===== src/ubtdr_map.svh =====
/*
  register offsets, field positions, reset values and counts of the serial channel
  assumes inclusion by every design file that decodes or resets these registers
*/
`ifndef UBTDR_MAP_SVH
`define UBTDR_MAP_SVH

// --------------------
// byte offsets
// --------------------
`define UBTDR_OFS_THR   8'h00
`define UBTDR_OFS_BAUD  8'h04
`define UBTDR_OFS_RTO   8'h08
`define UBTDR_OFS_TTG   8'h0c
`define UBTDR_OFS_RPTR  8'h10
`define UBTDR_OFS_RCNT  8'h14
`define UBTDR_OFS_TPTR  8'h18
`define UBTDR_OFS_TCNT  8'h1c
`define UBTDR_OFS_MODE  8'h20
`define UBTDR_OFS_STAT  8'h24

// --------------------
// fields
// --------------------
`define UBTDR_MODE_SYNC    0
`define UBTDR_MODE_CLK_LO  1
`define UBTDR_MODE_CLK_HI  2
`define UBTDR_MODE_LEN_LO  3
`define UBTDR_MODE_LEN_HI  4
`define UBTDR_STAT_TX_READY_FLAG   0
`define UBTDR_STAT_TXEMPTY 1
`define UBTDR_STAT_TIMEOUT 2
`define UBTDR_STAT_ENDRX   3
`define UBTDR_STAT_ENDTX   4

// --------------------
// reset values and counts
// --------------------
`define UBTDR_RST_DIV    16'h0000
`define UBTDR_RST_BYTE   8'h00
`define UBTDR_RST_MODE   5'h18
`define UBTDR_RST_WORD   32'h0000_0000
`define UBTDR_RST_CNT    16'h0000
`define UBTDR_PRE_LAST   3'h7
`define UBTDR_OS_LAST    4'hf
`define UBTDR_TO_SHIFT   2
`define UBTDR_LEN_BASE   4'h5
`define UBTDR_RESP_OKAY  2'b00
`define UBTDR_RESP_SLV   2'b10

`endif


===== src/ubtdr_pkg.sv =====
/*
  types of the serial channel block
  assumes the map header for all numeric constants
*/
package ubtdr_pkg;

  typedef enum logic [2:0]
  {
    tx_idle  = 3'b000,
    tx_start = 3'b001,
    tx_data  = 3'b011,
    tx_stop  = 3'b010,
    tx_guard = 3'b110
  } ubtdr_tx_state_t;

  typedef enum logic [1:0]
  {
    clk_sys  = 2'b00,
    clk_div8 = 2'b01,
    clk_ext  = 2'b10,
    clk_ext2 = 2'b11
  } ubtdr_clk_sel_t;

endpackage


===== src/ubtdr_baud.sv =====
/*
  baud generator: one bit_tick pulse per bit period
  assumes sel_tick and ext_tick are one-cycle pulses on aclk
*/
`timescale 1ns/100ps
`default_nettype none
`include "ubtdr_map.svh"

module ubtdr_baud
#(
  parameter int DIV_W = 16
)
(
  input  wire logic             aclk,
  input  wire logic             aresetn,
  input  wire logic             cen,
  input  wire logic             sel_tick,
  input  wire logic [DIV_W-1:0] divisor,
  input  wire logic             sync_mode,
  input  wire logic             ext_sync,
  input  wire logic             ext_tick,
  output var  logic             bit_tick
);

  logic [DIV_W-1:0] div_cnt_r, div_cnt_nxt;
  logic [3:0]       os_cnt_r, os_cnt_nxt;
  logic             tick_nxt;
  logic             pulse;

  // --------------------
  // division
  // --------------------
  always_comb
  begin
    div_cnt_nxt = div_cnt_r;
    os_cnt_nxt  = os_cnt_r;
    pulse       = 1'b0;
    tick_nxt    = 1'b0;
    if (ext_sync)
    begin
      tick_nxt = ext_tick;
    end
    else if (divisor != '0 && sel_tick)
    begin
      if (div_cnt_r >= divisor - DIV_W'(1))
      begin
        div_cnt_nxt = '0;
        pulse       = 1'b1;
      end
      else
      begin
        div_cnt_nxt = div_cnt_r + DIV_W'(1);
      end
    end
    if (!ext_sync && pulse)
    begin
      if (sync_mode)
      begin
        tick_nxt = 1'b1;
      end
      else
      begin
        os_cnt_nxt = os_cnt_r + 4'h1;
        tick_nxt   = (os_cnt_r == `UBTDR_OS_LAST);
      end
    end
  end

  always_ff @(posedge aclk)
  begin
    if (!aresetn)
    begin
      div_cnt_r <= '0;
      os_cnt_r  <= 4'h0;
      bit_tick  <= 1'b0;
    end
    else if (cen)
    begin
      div_cnt_r <= div_cnt_nxt;
      os_cnt_r  <= os_cnt_nxt;
      bit_tick  <= tick_nxt;
    end
  end

endmodule
`default_nettype wire


===== src/ubtdr_timeout.sv =====
/*
  receive time-out counter and its sticky flag
  assumes start and char_rx are one-cycle pulses, bit_tick one per bit period
*/
`timescale 1ns/100ps
`default_nettype none
`include "ubtdr_map.svh"

module ubtdr_timeout
(
  input  wire logic       aclk,
  input  wire logic       aresetn,
  input  wire logic       cen,
  input  wire logic       start,
  input  wire logic       char_rx,
  input  wire logic       bit_tick,
  input  wire logic [7:0] value,
  output var  logic       flag
);

  logic [9:0] cnt_r, cnt_nxt;
  logic       run_r, run_nxt;
  logic       flag_nxt;

  function automatic logic [9:0] load_of(input logic [7:0] v);
    load_of = {v, 2'b00};
  endfunction

  // --------------------
  // counting
  // --------------------
  always_comb
  begin
    cnt_nxt  = cnt_r;
    run_nxt  = run_r;
    flag_nxt = flag;
    if (start)
    begin
      cnt_nxt  = load_of(value);
      run_nxt  = 1'b0;
      flag_nxt = 1'b0;
    end
    else if (char_rx && value != 8'h00)
    begin
      cnt_nxt = load_of(value);
      run_nxt = 1'b1;
    end
    else if (run_r && bit_tick && cnt_r != 10'h000)
    begin
      cnt_nxt = cnt_r - 10'h001;
      if (cnt_r == 10'h001)
      begin
        run_nxt  = 1'b0;
        flag_nxt = 1'b1;
      end
    end
    if (value == 8'h00)
    begin
      run_nxt  = 1'b0;
      flag_nxt = 1'b0;
    end
  end

  always_ff @(posedge aclk)
  begin
    if (!aresetn)
    begin
      cnt_r <= 10'h000;
      run_r <= 1'b0;
      flag  <= 1'b0;
    end
    else if (cen)
    begin
      cnt_r <= cnt_nxt;
      run_r <= run_nxt;
      flag  <= flag_nxt;
    end
  end

endmodule
`default_nettype wire


===== src/ubtdr_top.sv =====
/*
  serial channel registers: holding, divisor, time-out, guard, transfer channels
  assumes an AXI4-Lite master, a receiver and a memory port outside
*/
// Our own choices: the register addresses and the AXI4-Lite register port.
// Operation
// holding write queues next transmitted character
// short characters use right-aligned low bits
// divisor: zero stops, one bypasses, else sixteen times; asynchronous mode here also divides by sixteen for one
// synchronous mode divides by divisor only
// synchronous external clock ignores divisor
// software avoids bypass with system clock
// software uses even divisor when synchronous
// time-out write restarts time-out
// zero time-out disables time-out
// counter reloads on start and each character
// time-out lasts value times four bits
// zero guard allows back to back
// line held high after each character
// guard lasts value bit periods
// software loads receive pointer before transfer
// software loads receive count with size
// receive count zero stops receive transfers
// software loads transmit pointer before transfer
// transmit count zero stops transmit transfers
// time-out flag set on expiry, clear if zero
// each byte advances pointer, counts down, ends
`timescale 1ns/100ps
`default_nettype none
`include "ubtdr_map.svh"

module ubtdr_top
#(
  parameter int ADDR_W = 8
)
(
  input  wire logic              aclk,
  input  wire logic              aresetn,
  input  wire logic              cen,
  input  wire logic              s_axi_awvalid,
  output var  logic              s_axi_awready,
  input  wire logic [ADDR_W-1:0] s_axi_awaddr,
  input  wire logic              s_axi_wvalid,
  output var  logic              s_axi_wready,
  input  wire logic [31:0]       s_axi_wdata,
  input  wire logic [3:0]        s_axi_wstrb,
  output var  logic              s_axi_bvalid,
  input  wire logic              s_axi_bready,
  output var  logic [1:0]        s_axi_bresp,
  input  wire logic              s_axi_arvalid,
  output var  logic              s_axi_arready,
  input  wire logic [ADDR_W-1:0] s_axi_araddr,
  output var  logic              s_axi_rvalid,
  input  wire logic              s_axi_rready,
  output var  logic [31:0]       s_axi_rdata,
  output var  logic [1:0]        s_axi_rresp,
  input  wire logic              ext_clk,
  input  wire logic              rx_char_done,
  input  wire logic              rx_ready_flag,
  output var  logic              rx_xfer_req,
  output var  logic [31:0]       rx_xfer_addr,
  input  wire logic              rx_xfer_ack,
  output var  logic              tx_xfer_req,
  output var  logic [31:0]       tx_xfer_addr,
  input  wire logic              tx_xfer_ack,
  input  wire logic [7:0]        tx_xfer_data,
  output var  logic              txd,
  output var  logic              tx_ready_flag,
  output var  logic              tx_empty,
  output var  logic              timeout_flag,
  output var  logic              end_rx,
  output var  logic              end_tx,
  output var  ubtdr_pkg::ubtdr_tx_state_t tx_state
);
  import ubtdr_pkg::*;

  function automatic logic [31:0] merge(input logic [31:0] old, input logic [31:0] nw,
                                        input logic [3:0] strb);
    logic [31:0] m;
    m = old;
    for (int i = 0; i < 4; i++)
    begin
      if (strb[i])
      begin
        m[i*8 +: 8] = nw[i*8 +: 8];
      end
    end
    return m;
  endfunction

  function automatic logic is_mapped(input logic [ADDR_W-1:0] a);
    return (a[1:0] == 2'b00) && (a <= ADDR_W'(`UBTDR_OFS_STAT));
  endfunction

  function automatic logic [7:0] len_mask(input logic [1:0] len);
    return 8'hff >> (2'd3 - len);
  endfunction

  // --------------------
  // bus slave
  // --------------------
  logic              aw_have_r, aw_have_nxt, w_have_r, w_have_nxt;
  logic [ADDR_W-1:0] awaddr_r, awaddr_nxt;
  logic [31:0]       wdata_r, wdata_nxt;
  logic [3:0]        wstrb_r, wstrb_nxt;
  logic              bvalid_nxt, rvalid_nxt;
  logic [1:0]        bresp_nxt, rresp_nxt;
  logic [31:0]       rdata_nxt;
  logic              wr_go;
  logic [31:0]       rd_word;

  always_comb
  begin
    aw_have_nxt = aw_have_r;
    w_have_nxt  = w_have_r;
    awaddr_nxt  = awaddr_r;
    wdata_nxt   = wdata_r;
    wstrb_nxt   = wstrb_r;
    bvalid_nxt  = s_axi_bvalid;
    bresp_nxt   = s_axi_bresp;
    rvalid_nxt  = s_axi_rvalid;
    rresp_nxt   = s_axi_rresp;
    rdata_nxt   = s_axi_rdata;
    wr_go       = aw_have_r && w_have_r && !s_axi_bvalid;
    if (s_axi_awvalid && s_axi_awready)
    begin
      aw_have_nxt = 1'b1;
      awaddr_nxt  = s_axi_awaddr;
    end
    if (s_axi_wvalid && s_axi_wready)
    begin
      w_have_nxt = 1'b1;
      wdata_nxt  = s_axi_wdata;
      wstrb_nxt  = s_axi_wstrb;
    end
    if (wr_go)
    begin
      aw_have_nxt = 1'b0;
      w_have_nxt  = 1'b0;
      bvalid_nxt  = 1'b1;
      bresp_nxt   = is_mapped(awaddr_r) ? `UBTDR_RESP_OKAY : `UBTDR_RESP_SLV;
    end
    else if (s_axi_bvalid && s_axi_bready)
    begin
      bvalid_nxt = 1'b0;
    end
    if (s_axi_arvalid && s_axi_arready)
    begin
      rvalid_nxt = 1'b1;
      rdata_nxt  = rd_word;
      rresp_nxt  = is_mapped(s_axi_araddr) ? `UBTDR_RESP_OKAY : `UBTDR_RESP_SLV;
    end
    else if (s_axi_rvalid && s_axi_rready)
    begin
      rvalid_nxt = 1'b0;
    end
  end

  always_ff @(posedge aclk)
  begin
    if (!aresetn)
    begin
      aw_have_r     <= 1'b0;
      w_have_r      <= 1'b0;
      awaddr_r      <= '0;
      wdata_r       <= `UBTDR_RST_WORD;
      wstrb_r       <= 4'h0;
      s_axi_awready <= 1'b0;
      s_axi_wready  <= 1'b0;
      s_axi_arready <= 1'b0;
      s_axi_bvalid  <= 1'b0;
      s_axi_bresp   <= `UBTDR_RESP_OKAY;
      s_axi_rvalid  <= 1'b0;
      s_axi_rresp   <= `UBTDR_RESP_OKAY;
      s_axi_rdata   <= `UBTDR_RST_WORD;
    end
    else if (cen)
    begin
      aw_have_r     <= aw_have_nxt;
      w_have_r      <= w_have_nxt;
      awaddr_r      <= awaddr_nxt;
      wdata_r       <= wdata_nxt;
      wstrb_r       <= wstrb_nxt;
      s_axi_awready <= !aw_have_nxt && !bvalid_nxt;
      s_axi_wready  <= !w_have_nxt && !bvalid_nxt;
      s_axi_arready <= !rvalid_nxt;
      s_axi_bvalid  <= bvalid_nxt;
      s_axi_bresp   <= bresp_nxt;
      s_axi_rvalid  <= rvalid_nxt;
      s_axi_rresp   <= rresp_nxt;
      s_axi_rdata   <= rdata_nxt;
    end
  end

  // --------------------
  // registers, transfer channels, transmitter
  // --------------------
  logic [15:0]     div_r, div_nxt, rcnt_r, rcnt_nxt, tcnt_r, tcnt_nxt;
  logic [7:0]      to_r, to_nxt, tg_r, tg_nxt, hold_r, hold_nxt, shift_r, shift_nxt;
  logic [7:0]      gcnt_r, gcnt_nxt;
  logic [31:0]     rptr_r, rptr_nxt, tptr_r, tptr_nxt, wv;
  logic [4:0]      mode_r, mode_nxt;
  logic [3:0]      bits_r, bits_nxt;
  logic [2:0]      pre_r, pre_nxt;
  logic            full_r, full_nxt, rreq_nxt, treq_nxt, txd_nxt, ext_prev_r;
  logic            start_r, start_nxt, sel_tick, ext_edge, bit_tick, launch;
  ubtdr_tx_state_t st_nxt;
  ubtdr_clk_sel_t  clk_sel;

  assign clk_sel  = ubtdr_clk_sel_t'(mode_r[`UBTDR_MODE_CLK_HI:`UBTDR_MODE_CLK_LO]);
  assign ext_edge = ext_clk && !ext_prev_r;

  always_comb
  begin
    case (clk_sel)
      clk_sys:  sel_tick = 1'b1;
      clk_div8: sel_tick = (pre_r == `UBTDR_PRE_LAST);
      default:  sel_tick = ext_edge;
    endcase
    case (awaddr_r)
      `UBTDR_OFS_BAUD: wv = merge({16'h0000, div_r}, wdata_r, wstrb_r);
      `UBTDR_OFS_RTO:  wv = merge({24'h000000, to_r}, wdata_r, wstrb_r);
      `UBTDR_OFS_TTG:  wv = merge({24'h000000, tg_r}, wdata_r, wstrb_r);
      `UBTDR_OFS_RPTR: wv = merge(rptr_r, wdata_r, wstrb_r);
      `UBTDR_OFS_RCNT: wv = merge({16'h0000, rcnt_r}, wdata_r, wstrb_r);
      `UBTDR_OFS_TPTR: wv = merge(tptr_r, wdata_r, wstrb_r);
      `UBTDR_OFS_TCNT: wv = merge({16'h0000, tcnt_r}, wdata_r, wstrb_r);
      `UBTDR_OFS_MODE: wv = merge({27'h0, mode_r}, wdata_r, wstrb_r);
      default:         wv = merge(32'h0000_0000, wdata_r, wstrb_r);
    endcase
    case (s_axi_araddr)
      `UBTDR_OFS_BAUD: rd_word = {16'h0000, div_r};
      `UBTDR_OFS_RTO:  rd_word = {24'h000000, to_r};
      `UBTDR_OFS_TTG:  rd_word = {24'h000000, tg_r};
      `UBTDR_OFS_RPTR: rd_word = rptr_r;
      `UBTDR_OFS_RCNT: rd_word = {16'h0000, rcnt_r};
      `UBTDR_OFS_TPTR: rd_word = tptr_r;
      `UBTDR_OFS_TCNT: rd_word = {16'h0000, tcnt_r};
      `UBTDR_OFS_MODE: rd_word = {27'h0, mode_r};
      `UBTDR_OFS_STAT: rd_word = {27'h0, end_tx, end_rx, timeout_flag, tx_empty, tx_ready_flag};
      default:         rd_word = 32'h0000_0000;
    endcase
  end

  always_comb
  begin
    {div_nxt, to_nxt, tg_nxt, mode_nxt} = {div_r, to_r, tg_r, mode_r};
    {rptr_nxt, rcnt_nxt, tptr_nxt, tcnt_nxt} = {rptr_r, rcnt_r, tptr_r, tcnt_r};
    {hold_nxt, full_nxt, shift_nxt, bits_nxt} = {hold_r, full_r, shift_r, bits_r};
    {gcnt_nxt, st_nxt, txd_nxt} = {gcnt_r, tx_state, txd};
    rreq_nxt  = rx_xfer_req;
    treq_nxt  = tx_xfer_req;
    start_nxt = 1'b0;
    pre_nxt   = pre_r + 3'h1;
    launch    = bit_tick && full_r && (tx_state == tx_idle ||
                (tx_state == tx_stop && tg_r == 8'h00) ||
                (tx_state == tx_guard && gcnt_r == 8'h01));
    if (launch)
    begin
      full_nxt  = 1'b0;
      shift_nxt = hold_r;
      txd_nxt   = 1'b0;
      st_nxt    = tx_start;
    end
    else if (bit_tick)
    begin
      case (tx_state)
        tx_start:
        begin
          txd_nxt   = shift_r[0];
          shift_nxt = shift_r >> 1;
          bits_nxt  = `UBTDR_LEN_BASE + {2'b00, mode_r[`UBTDR_MODE_LEN_HI:`UBTDR_MODE_LEN_LO]};
          st_nxt    = tx_data;
        end
        tx_data:
        begin
          bits_nxt  = bits_r - 4'h1;
          txd_nxt   = (bits_r == 4'h1) ? 1'b1 : shift_r[0];
          shift_nxt = shift_r >> 1;
          st_nxt    = (bits_r == 4'h1) ? tx_stop : tx_data;
        end
        tx_stop:
        begin
          gcnt_nxt = tg_r;
          st_nxt   = (tg_r == 8'h00) ? tx_idle : tx_guard;
        end
        tx_guard:
        begin
          gcnt_nxt = gcnt_r - 8'h01;
          txd_nxt  = 1'b1;
          st_nxt   = (gcnt_r == 8'h01) ? tx_idle : tx_guard;
        end
        default:
        begin
          txd_nxt = 1'b1;
          st_nxt  = tx_idle;
        end
      endcase
    end
    if (rx_xfer_req && rx_xfer_ack)
    begin
      rptr_nxt = rptr_r + 32'h1;
      rcnt_nxt = rcnt_r - 16'h1;
      rreq_nxt = 1'b0;
    end
    else if (!rx_xfer_req && rcnt_r != 16'h0000 && rx_ready_flag)
    begin
      rreq_nxt = 1'b1;
    end
    if (tx_xfer_req && tx_xfer_ack)
    begin
      tptr_nxt = tptr_r + 32'h1;
      tcnt_nxt = tcnt_r - 16'h1;
      treq_nxt = 1'b0;
      hold_nxt = tx_xfer_data & len_mask(mode_r[`UBTDR_MODE_LEN_HI:`UBTDR_MODE_LEN_LO]);
      full_nxt = 1'b1;
    end
    else if (!tx_xfer_req && tcnt_r != 16'h0000 && !full_r)
    begin
      treq_nxt = 1'b1;
    end
    if (wr_go)
    begin
      case (awaddr_r)
        `UBTDR_OFS_THR:
        begin
          hold_nxt = wv[7:0] & len_mask(mode_r[`UBTDR_MODE_LEN_HI:`UBTDR_MODE_LEN_LO]);
          full_nxt = 1'b1;
        end
        `UBTDR_OFS_BAUD: div_nxt = wv[15:0];
        `UBTDR_OFS_RTO:
        begin
          to_nxt    = wv[7:0];
          start_nxt = 1'b1;
        end
        `UBTDR_OFS_TTG:  tg_nxt = wv[7:0];
        `UBTDR_OFS_RPTR: rptr_nxt = wv;
        `UBTDR_OFS_RCNT: rcnt_nxt = wv[15:0];
        `UBTDR_OFS_TPTR: tptr_nxt = wv;
        `UBTDR_OFS_TCNT: tcnt_nxt = wv[15:0];
        `UBTDR_OFS_MODE: mode_nxt = wv[4:0];
        default:         ;
      endcase
    end
  end

  always_ff @(posedge aclk)
  begin
    if (!aresetn)
    begin
      {div_r, to_r, tg_r} <= {`UBTDR_RST_DIV, `UBTDR_RST_BYTE, `UBTDR_RST_BYTE};
      mode_r        <= `UBTDR_RST_MODE;
      {rptr_r, tptr_r} <= {`UBTDR_RST_WORD, `UBTDR_RST_WORD};
      {rcnt_r, tcnt_r} <= {`UBTDR_RST_CNT, `UBTDR_RST_CNT};
      {hold_r, shift_r, gcnt_r} <= {`UBTDR_RST_BYTE, `UBTDR_RST_BYTE, `UBTDR_RST_BYTE};
      full_r        <= 1'b0;
      bits_r        <= 4'h0;
      pre_r         <= 3'h0;
      ext_prev_r    <= 1'b0;
      start_r       <= 1'b0;
      tx_state      <= tx_idle;
      txd           <= 1'b1;
      rx_xfer_req   <= 1'b0;
      tx_xfer_req   <= 1'b0;
      rx_xfer_addr  <= `UBTDR_RST_WORD;
      tx_xfer_addr  <= `UBTDR_RST_WORD;
      tx_ready_flag <= 1'b1;
      tx_empty      <= 1'b1;
      end_rx        <= 1'b1;
      end_tx        <= 1'b1;
    end
    else if (cen)
    begin
      {div_r, to_r, tg_r, mode_r} <= {div_nxt, to_nxt, tg_nxt, mode_nxt};
      {rptr_r, rcnt_r, tptr_r, tcnt_r} <= {rptr_nxt, rcnt_nxt, tptr_nxt, tcnt_nxt};
      {hold_r, full_r, shift_r, bits_r} <= {hold_nxt, full_nxt, shift_nxt, bits_nxt};
      gcnt_r        <= gcnt_nxt;
      pre_r         <= pre_nxt;
      ext_prev_r    <= ext_clk;
      start_r       <= start_nxt;
      tx_state      <= st_nxt;
      txd           <= txd_nxt;
      rx_xfer_req   <= rreq_nxt;
      tx_xfer_req   <= treq_nxt;
      rx_xfer_addr  <= rptr_nxt;
      tx_xfer_addr  <= tptr_nxt;
      tx_ready_flag <= !full_nxt;
      tx_empty      <= !full_nxt && st_nxt == tx_idle;
      end_rx        <= (rcnt_nxt == 16'h0000);
      end_tx        <= (tcnt_nxt == 16'h0000);
    end
  end

  // --------------------
  // baud clock and time-out
  // --------------------
  ubtdr_baud u_baud
  (
    .aclk      (aclk),
    .aresetn   (aresetn),
    .cen       (cen),
    .sel_tick  (sel_tick),
    .divisor   (div_r),
    .sync_mode (mode_r[`UBTDR_MODE_SYNC]),
    .ext_sync  (mode_r[`UBTDR_MODE_SYNC] && mode_r[`UBTDR_MODE_CLK_HI]),
    .ext_tick  (ext_edge),
    .bit_tick  (bit_tick)
  );

  ubtdr_timeout u_timeout
  (
    .aclk     (aclk),
    .aresetn  (aresetn),
    .cen      (cen),
    .start    (start_r),
    .char_rx  (rx_char_done),
    .bit_tick (bit_tick),
    .value    (to_r),
    .flag     (timeout_flag)
  );

endmodule
`default_nettype wire


===== config.mk =====
export PLATFORM = sky130hd
export DESIGN_NAME = ubtdr_top
export DESIGN_NICKNAME = d
export VERILOG_FILES = /design/src/ubtdr_pkg.sv /design/src/ubtdr_baud.sv /design/src/ubtdr_timeout.sv /design/src/ubtdr_top.sv
export VERILOG_INCLUDE_DIRS = /design/src
export SDC_FILE = /design/constraint.sdc
export NUM_CORES = 1
export LEC_CHECK = 0
export ABC_CLOCK_PERIOD_IN_PS = 3100
export BUFFER_PORTS_ARGS = -buffer_cell sky130_fd_sc_hd__clkbuf_2
export CAP_MARGIN = 20
export CORE_MARGIN = 5
export CORE_UTILIZATION = 44
export DETAILED_ROUTE_END_ITERATION = 10
export PLACE_DENSITY = 0.65
export SLEW_MARGIN = 5
export SYNTH_ARGS = -nofsm -noshare
export SYNTH_HDL_FRONTEND = slang
export SYNTH_SLANG_ARGS = --single-unit

===== constraint.sdc =====
create_clock -name aclk -period 3.1 [get_ports aclk]
set_input_delay 0.31 -clock aclk [delete_from_list [all_inputs] [get_ports aclk]]
set_output_delay 0.31 -clock aclk [all_outputs]
set_load 0.03 [all_outputs]

==> impl_metrics.yaml, run 1 <==
status:
  status: "finished, final reports clean"
yosys:
  syn_inst: 2358
  synth_area_per_cell_um2: 7.38
  ys_seq_elements: 295
  synth_edf_count: 0
  synth_warnings: 0
  ys_seq_area_share_pct: 33.9
  ys.flop_type: "dfxtp_1"
  async_reset_ff_share_pct: 0
  synth_cell_types: 93
  synth_area_um2: 17400
power:
  peakVddDrop_mv: 0.354
  leakagePower_uw: 0.00827
  p_per_area_nw_per_um2: 450
critical_path:
  cp.required_ns: 3.53
  criticalPathCategory: "flop to flop"
  cp_max_fo: 6
  cp-start-kind: "flop"
  cp-end-kind: "flop"
  arrival_ns: 3.48
finish:
  final_net_count: 2719
  area_growth_pct: 23.8
  num_antenna_cells: 0
  finalNonFillerCells: 3159
  final_cell_mix: "306 x nand2_1, 293 x dfxtp_1, 291 x nor2_1"
  drive_gt1_share_pct: 19.5
  layout_commonest_cell: "nand2_1"
sta:
  setup_viol: 0
  final.min_clock_period_ns: 3.05
  maxSlewViolCount: 0
  hold_viol: 0
  timing.slew.headroom_pct: 24.1
  rsz0062_at_grt: "true"
  fin_crit_sh_pct: 98.4
  clock_skew_ns: 0.0260
  worst_pin_slew_ns: 1.14
  tns_ns: 0
  fmax_ghz: 0.328
clock_tree:
  root_buffer: "clkbuf_16"
  clkTransAtPathRegs_ns: 0.05
  htreeDepth: 2
  cts.sinks: 295
  cts_tree: "yes"
  clock_insertion_delay_worst_skew_ns: 0.57
  cts_inserted_buffers: 37
  cts_buffer_depth: 3
drt:
  first_iter_violations: 2138
  viasPerCell: 6.25
  totalWireLength_um: 72500
  drtAntennaViolNets: 0
  wl_per_cell_um: 22.9
  drcViolationCount: 0
  via_count: 19800
  drtPass1Iterations: 10
floorplanning:
  row_count: 72
  dieArea_um2: 43600
  die_w_um: 209
  fp.dieH_um: 209
  start_util_pct: 44.7
  design.portCount: 189
  core_area_um2: 38900
place:
  place_congestion: 0.987
  io_buffer_count: 186
  hpwl_um: 52400
  dp_cells: 3054
global_routing:
  grt_pass1_wl_um: 111000
  antenna_found_initial: 1
  grt_max_degree: 98
  grt_pass1_vias: 19000
  gr-usage-all-layers_pct: 31.7
  grt_overflow: 0
flow_run:
  drv_cap: 0
worst_hold_path:
  hold_path.class: "input port to flop"
[path summary, 6_finish.rpt]
check                            end  depth (start not counted)            from  slack [ns]
setup / recovery  u_baud.os_cnt_r[1]                         15        div_r[0]        0.05
hold / removal            wdata_r[6]                          3  s_axi_wdata[6]        0.02
setup reg to reg  u_baud.os_cnt_r[1]                         15        div_r[0]        0.05
hold reg to reg          wdata_r[21]                          2     wdata_r[21]        0.46
[power breakdown]
part	switching [uW]	leakage, uW	internal, uW
Combinational	676	0.00523	386
Clock	1800	0.000648	2850
Sequential	115	0.00238	3880
Total	2590	0.00827	7110
[worst max-delay path: stages (launching register included)]
cell      delay, ns
dfxtp_4        0.36
inv_4          0.07
ha_4           0.13
nor3b_4        0.20
buf_4          0.15
nand2_1        0.06
xor2_1         0.15
ha_2           0.19
a2111o_1       0.38
a31oi_1        0.14
o21ai_1        0.09
a221o_1        0.33
a221oi_4       0.32
buf_6          0.18
nor3_4         0.05
mux2i_1        0.14
[state kept, by name (all words and copies together) (netlist names), 10 cells and up]
name	flops
u_baud.div_cnt_r	16
rptr_r	32
s_axi_rdata	32
tcnt_r	16
wdata_r	32
div_r	16
rcnt_r	16
tptr_r	32
u_timeout.cnt_r	10
[logic make-up (layout without fill, tap and decap cells)]
kind of cell,count (synthesis),in the layout,synth area share [%]
buf+inv,220,502,5.13
fa+ha+maj,33,33,2.37
simple gates,1012,1012,27.6
compound gates,692,692,24.9
flops,295,295,33.9
xor+xnor,53,53,2.67
mux,52,52,3.34
other cells,1,2,0.0215
[metal layers]
| metal | share of wire [%] | track usage, % | up-vias |
|---|---|---|---|
| li1 | - | - | 9092 |
| met1 | 39 | 39.5 | 9349 |
| met2 | 46 | 50.9 | 1048 |
| met3 | 8.9 | 6.78 | 263 |
| met4 | 6.6 | 17.7 | 0 |
| met5 | 0 | 0 | - |
[timing repair]
| item | 4_1_cts | 5_1_grt |
|---|---|---|
| hold endpoints to repair | 36 | 0 |
| pin swaps | 1 | 19 |
| buffers inserted | 0 | 1 |
| hold buffers | 36 | 0 |
| endpoints found under the setup margin | 21 | 21 |
| gates resized for setup | 7 | 41 |
| cloned | 0 | 1 |
[cells in the mapped netlist (7+ instances only)]
cell type  instances  share of area (%)
nand2_1          306                6.6
nor2_1           303                6.5
dfxtp_1          295                 34
a21oi_1          240                6.9
o21ai_0          175                5.0
clkbuf_1         143                3.1
nor3_1            97                2.8
nand3_1           67                1.9
a22oi_1           59                2.5
mux2i_1           39                2.2
nor4_1            35                1.3
and3_1            34                1.2
ha_1              33                2.4
inv_1             33               0.71
a221oi_1          32                1.6
xnor2_1           27                1.4
xor2_1            26                1.3
a211oi_1          25                1.1
buf_2             24               0.69
a31oi_1           21               0.75
nand4_1           21               0.75
nand2b_1          19               0.68
a222oi_1          17               0.98
or3_1             17               0.61
nor3b_1           14               0.60
or4_1             14               0.60
a22o_1            13               0.65
o21ai_1           12               0.35
or2_2             12               0.43
o22ai_1           11               0.40
a311oi_1          10               0.50
and2_1            10               0.36
nand3b_1          10               0.43
a21o_1             9               0.39
buf_1              9               0.19
nor2b_1            9               0.32
a32oi_1            7               0.35
buf_4              7               0.30
mux2_2             7               0.45
[layout make-up]
class | count | area, um^2
well taps | 518 | 648
clock buffers | 51 | 1070
flip-flops and latches | 295 | 5910
multi-input cells | 1844 | 10800
fillers | 3748 | 17400
inverters | 34 | 135
repair buffers | 401 | 2740
clock inverters | 16 | 231
[stage by stage]
| step | hold slack [ns] | worst slack, ns | cell area (um^2) | power, uW | util (%) |
|---|---|---|---|---|---|
| finish | 0.0219 | 0.0489 | 21500 | 9700 | 55.4 |
| detailed placement | 0.450 | -0.139 | 19700 | 5070 | 50.6 |
| global route | 0.0244 | -0.116 | 21500 | 10000 | 55.4 |
| CTS | 0.00345 | 0.00930 | 21400 | 9730 | 54.9 |
| global placement | 0.444 | -0.00112 | 19700 | 5060 | 50.6 |
| floorplan | 0.431 | 0.000769 | 17400 | 4660 | - |
(Power assumes the default switching activity.)
==> run 2: changes to the inputs <==
--- a/config.mk
+++ b/config.mk
@@ -6,13 +6,12 @@
 export SDC_FILE = /design/constraint.sdc
 export NUM_CORES = 1
 export LEC_CHECK = 0
-export ABC_CLOCK_PERIOD_IN_PS = 3100
+export ABC_CLOCK_PERIOD_IN_PS = 3500
 export BUFFER_PORTS_ARGS = -buffer_cell sky130_fd_sc_hd__clkbuf_2
 export CAP_MARGIN = 20
 export CORE_MARGIN = 5
 export CORE_UTILIZATION = 44
 export DETAILED_ROUTE_END_ITERATION = 10
-export PLACE_DENSITY = 0.65
 export SLEW_MARGIN = 5
 export SYNTH_ARGS = -nofsm -noshare
 export SYNTH_HDL_FRONTEND = slang
==> constraint.sdc (replaced) <==
create_clock -name aclk -period 3.5 [get_ports aclk]
set_input_delay 0.35 -clock aclk [delete_from_list [all_inputs] [get_ports aclk]]
set_output_delay 0.35 -clock aclk [all_outputs]
set_load 0.03 [all_outputs]
==> run 2 against run 1 <==
Non-clock buffer count shrank 64. Sequential share of layout area grew 0.80 points. Worst hold slack got worse by 0.0098 ns. Final cell count shrank 2.0%. Global-route usage shrank 0.56 points. Register-to-register slack improved by 0.26 ns. Clock-buffer cell count fell by 5. Final area down 2.9%. Power shrank 9.3%. Flip-flop and latch count stayed put.
==> impl_metrics.yaml, run 2 (same netlist as run 1, synthesis figures left out) <==
worst_hold_path:
  hold_path.class: "input port to flop"
clock_tree:
  post_cts_buffers: 0
  htreeDepth: 2
  clock_insertion_delay_worst_skew_ns: 0.58
  cts.sinks: 295
  cts_tree: "yes"
  cts_inserted_buffers: 37
  clkTransAtPathRegs_ns: 0.06
  root_buffer: "clkbuf_16"
  cts_buffer_depth: 3
critical_path:
  cp.required_ns: 3.93
  cp_max_fo: 6
  criticalPathCategory: "flop to flop"
  crit_top_cell: "ha_1"
  slowest_delay_ns: 0.35
  crit_chain: "inv_1 -> ha_1 -> nor3b_2 -> nand3b_1 -> nor4_2 -> xnor2_1 -> ha_1 -> nor2b_1 -> o21ai_0 -> nand2b_1 -> a221o_1 -> a221oi_2 -> buf_4 -> nor3_1 -> mux2i_1"
  cp-end-kind: "flop"
  cp_top_family: "simple AND/OR/NAND/NOR gates"
  cp.buffers_inverters: 2
  cp-start-kind: "flop"
  slowest_stage: "dfxtp_1"
  arrival_ns: 3.62
floorplanning:
  die_w_um: 209
  core_area_um2: 38900
  design.portCount: 189
  fp.dieH_um: 209
  row_count: 72
  dieArea_um2: 43600
  start_util_pct: 44.7
finish:
  final_cell_mix: "306 x nand2_1, 302 x nor2_1, 295 x dfxtp_1"
  final_net_count: 2655
  num_antenna_cells: 0
  nFillCells: 3849
  finalNonFillerCells: 3096
  layout_commonest_cell: "nand2_1"
  drive_gt1_share_pct: 17.1
  area_growth_pct: 20.2
sta:
  tns_ns: 0
  worst_pin_slew_ns: 0.994
  fin_crit_sh_pct: 91.1
  clock_skew_ns: 0.0224
  hold_viol: 0
  whs_ns: 0.0120
  final.min_clock_period_ns: 3.19
  setup_viol: 0
  timing.slew.headroom_pct: 33.7
  maxSlewViolCount: 0
  fmax_ghz: 0.313
  rsz0062_at_grt: "false"
drt:
  drtAntennaViolNets: 0
  first_iter_violations: 1868
  drtPass1Iterations: 9
  viasPerCell: 6.25
  totalWireLength_um: 71500
  drcViolationCount: 0
  via_count: 19400
  wl_per_cell_um: 23.1
power:
  seqPwrFrac_pct: 40.3
  swShare_pct: 26.1
  p_int_uw: 6500
  power_switching_uw: 2300
  combPwrFrac_pct: 9.9
  p_per_area_nw_per_um2: 421
  peakVddDrop_mv: 0.376
  leakagePower_uw: 0.00795
  clock_power_share_pct: 49.8
status:
  status: "finished, final reports clean"
global_routing:
  grt_pass1_vias: 18100
  grt_max_degree: 79
  grt_pass1_wl_um: 108000
  antenna_found_initial: 1
  gr-usage-all-layers_pct: 31.1
  grt_overflow: 0
place:
  io_buffer_count: 186
  hpwl_um: 51500
  dp_cells: 3002
  place_congestion: 0.979
flow_run:
  drv_cap: 0
==> run 2: cell count changes in the layout (fill, tap and decap cells not counted), moves of 3 or more <==
| cell | delta |
|---|---|
| buf_4 | -49 |
| nor2_1 | +11 |
| nor2_2 | -4 |
| bufinv_16 | +4 |
| buf_6 | -3 |
| nor3_4 | -3 |
| clkbuf_1 | -3 |
| dlygate4sd3_1 | -10 |
| nor2_4 | -7 |
==> run 2: final timing paths <==
kind	startpoint	to	slack, ns	depth (start not counted)
hold reg to reg	wdata_r[17]	wdata_r[17]	0.46	2
hold / removal	s_axi_wdata[6]	wdata_r[6]	0.01	3
setup reg to reg	div_r[0]	u_baud.os_cnt_r[1]	0.31	15
setup / recovery	div_r[0]	u_baud.os_cnt_r[1]	0.31	15
==> run 2: metal layers <==
layer  part of all wire (%)  routed length, um  up-vias  global-route usage (%)
met5                  0.017                 12        -                       0
met4                    5.4               3900        2                    15.4
met3                    8.5               6070      212                    5.80
met2                     47              33700      953                    51.9
met1                     39              27800     9246                    38.6
li1                       -                  -     8952                       -
==> run 2: final cells by class <==
| type | instances | area [um^2] | share of cell area (%) |
|---|---|---|---|
| Clock inverter | 22 | 368 | 1.76 |
| Multi-Input combinational cell | 1844 | 10600 | 50.9 |
| Inverter | 34 | 133 | 0.634 |
| Sequential cell | 295 | 5910 | 28.2 |
| Tap cell | 518 | 648 | 3.10 |
| Clock buffer | 46 | 1020 | 4.87 |
| Timing Repair Buffer | 337 | 2200 | 10.5 |
==> run 2: worst min-delay path, delay by kind of cell <==
family	cells	cell delay (ns)
and+or+nand+nor	1	0.05
AOI/OAI and AO/OA	1	0.05
buffers and inverters	1	0.08
==> run 2: stage by stage <==
| step | utilization (%) | instance area, um^2 | worst slack [ns] | total power, uW |
|---|---|---|---|---|
| after floorplan | - | 17400 | 0.200 | 4130 |
| after global placement | 49.5 | 19300 | 0.209 | 4440 |
| after detailed placement | 49.5 | 19300 | 0.0474 | 4450 |
| after CTS | 53.7 | 20900 | 0.0211 | 8870 |
| after global routing | 53.8 | 20900 | 0.0335 | 9080 |
| final | 53.8 | 20900 | 0.310 | 8800 |
==> run 2: power by group through the flow <==
stage	Combinational, uW	Clock (uW)	Sequential [uW]
6_report	870	4390	3550
3_5_place_dp	832	0	3620
2_1_floorplan	505	0	3620
4_1_cts	859	4470	3540
5_1_grt	942	4590	3550
3_3_place_gp	826	0	3620
==> run 2: timing repair <==
action                                  4_1_cts  5_1_grt
gates resized for setup                       0        4
endpoints found under the setup margin        0       21
hold endpoints to repair                     26        0
hold buffers                                 26        0
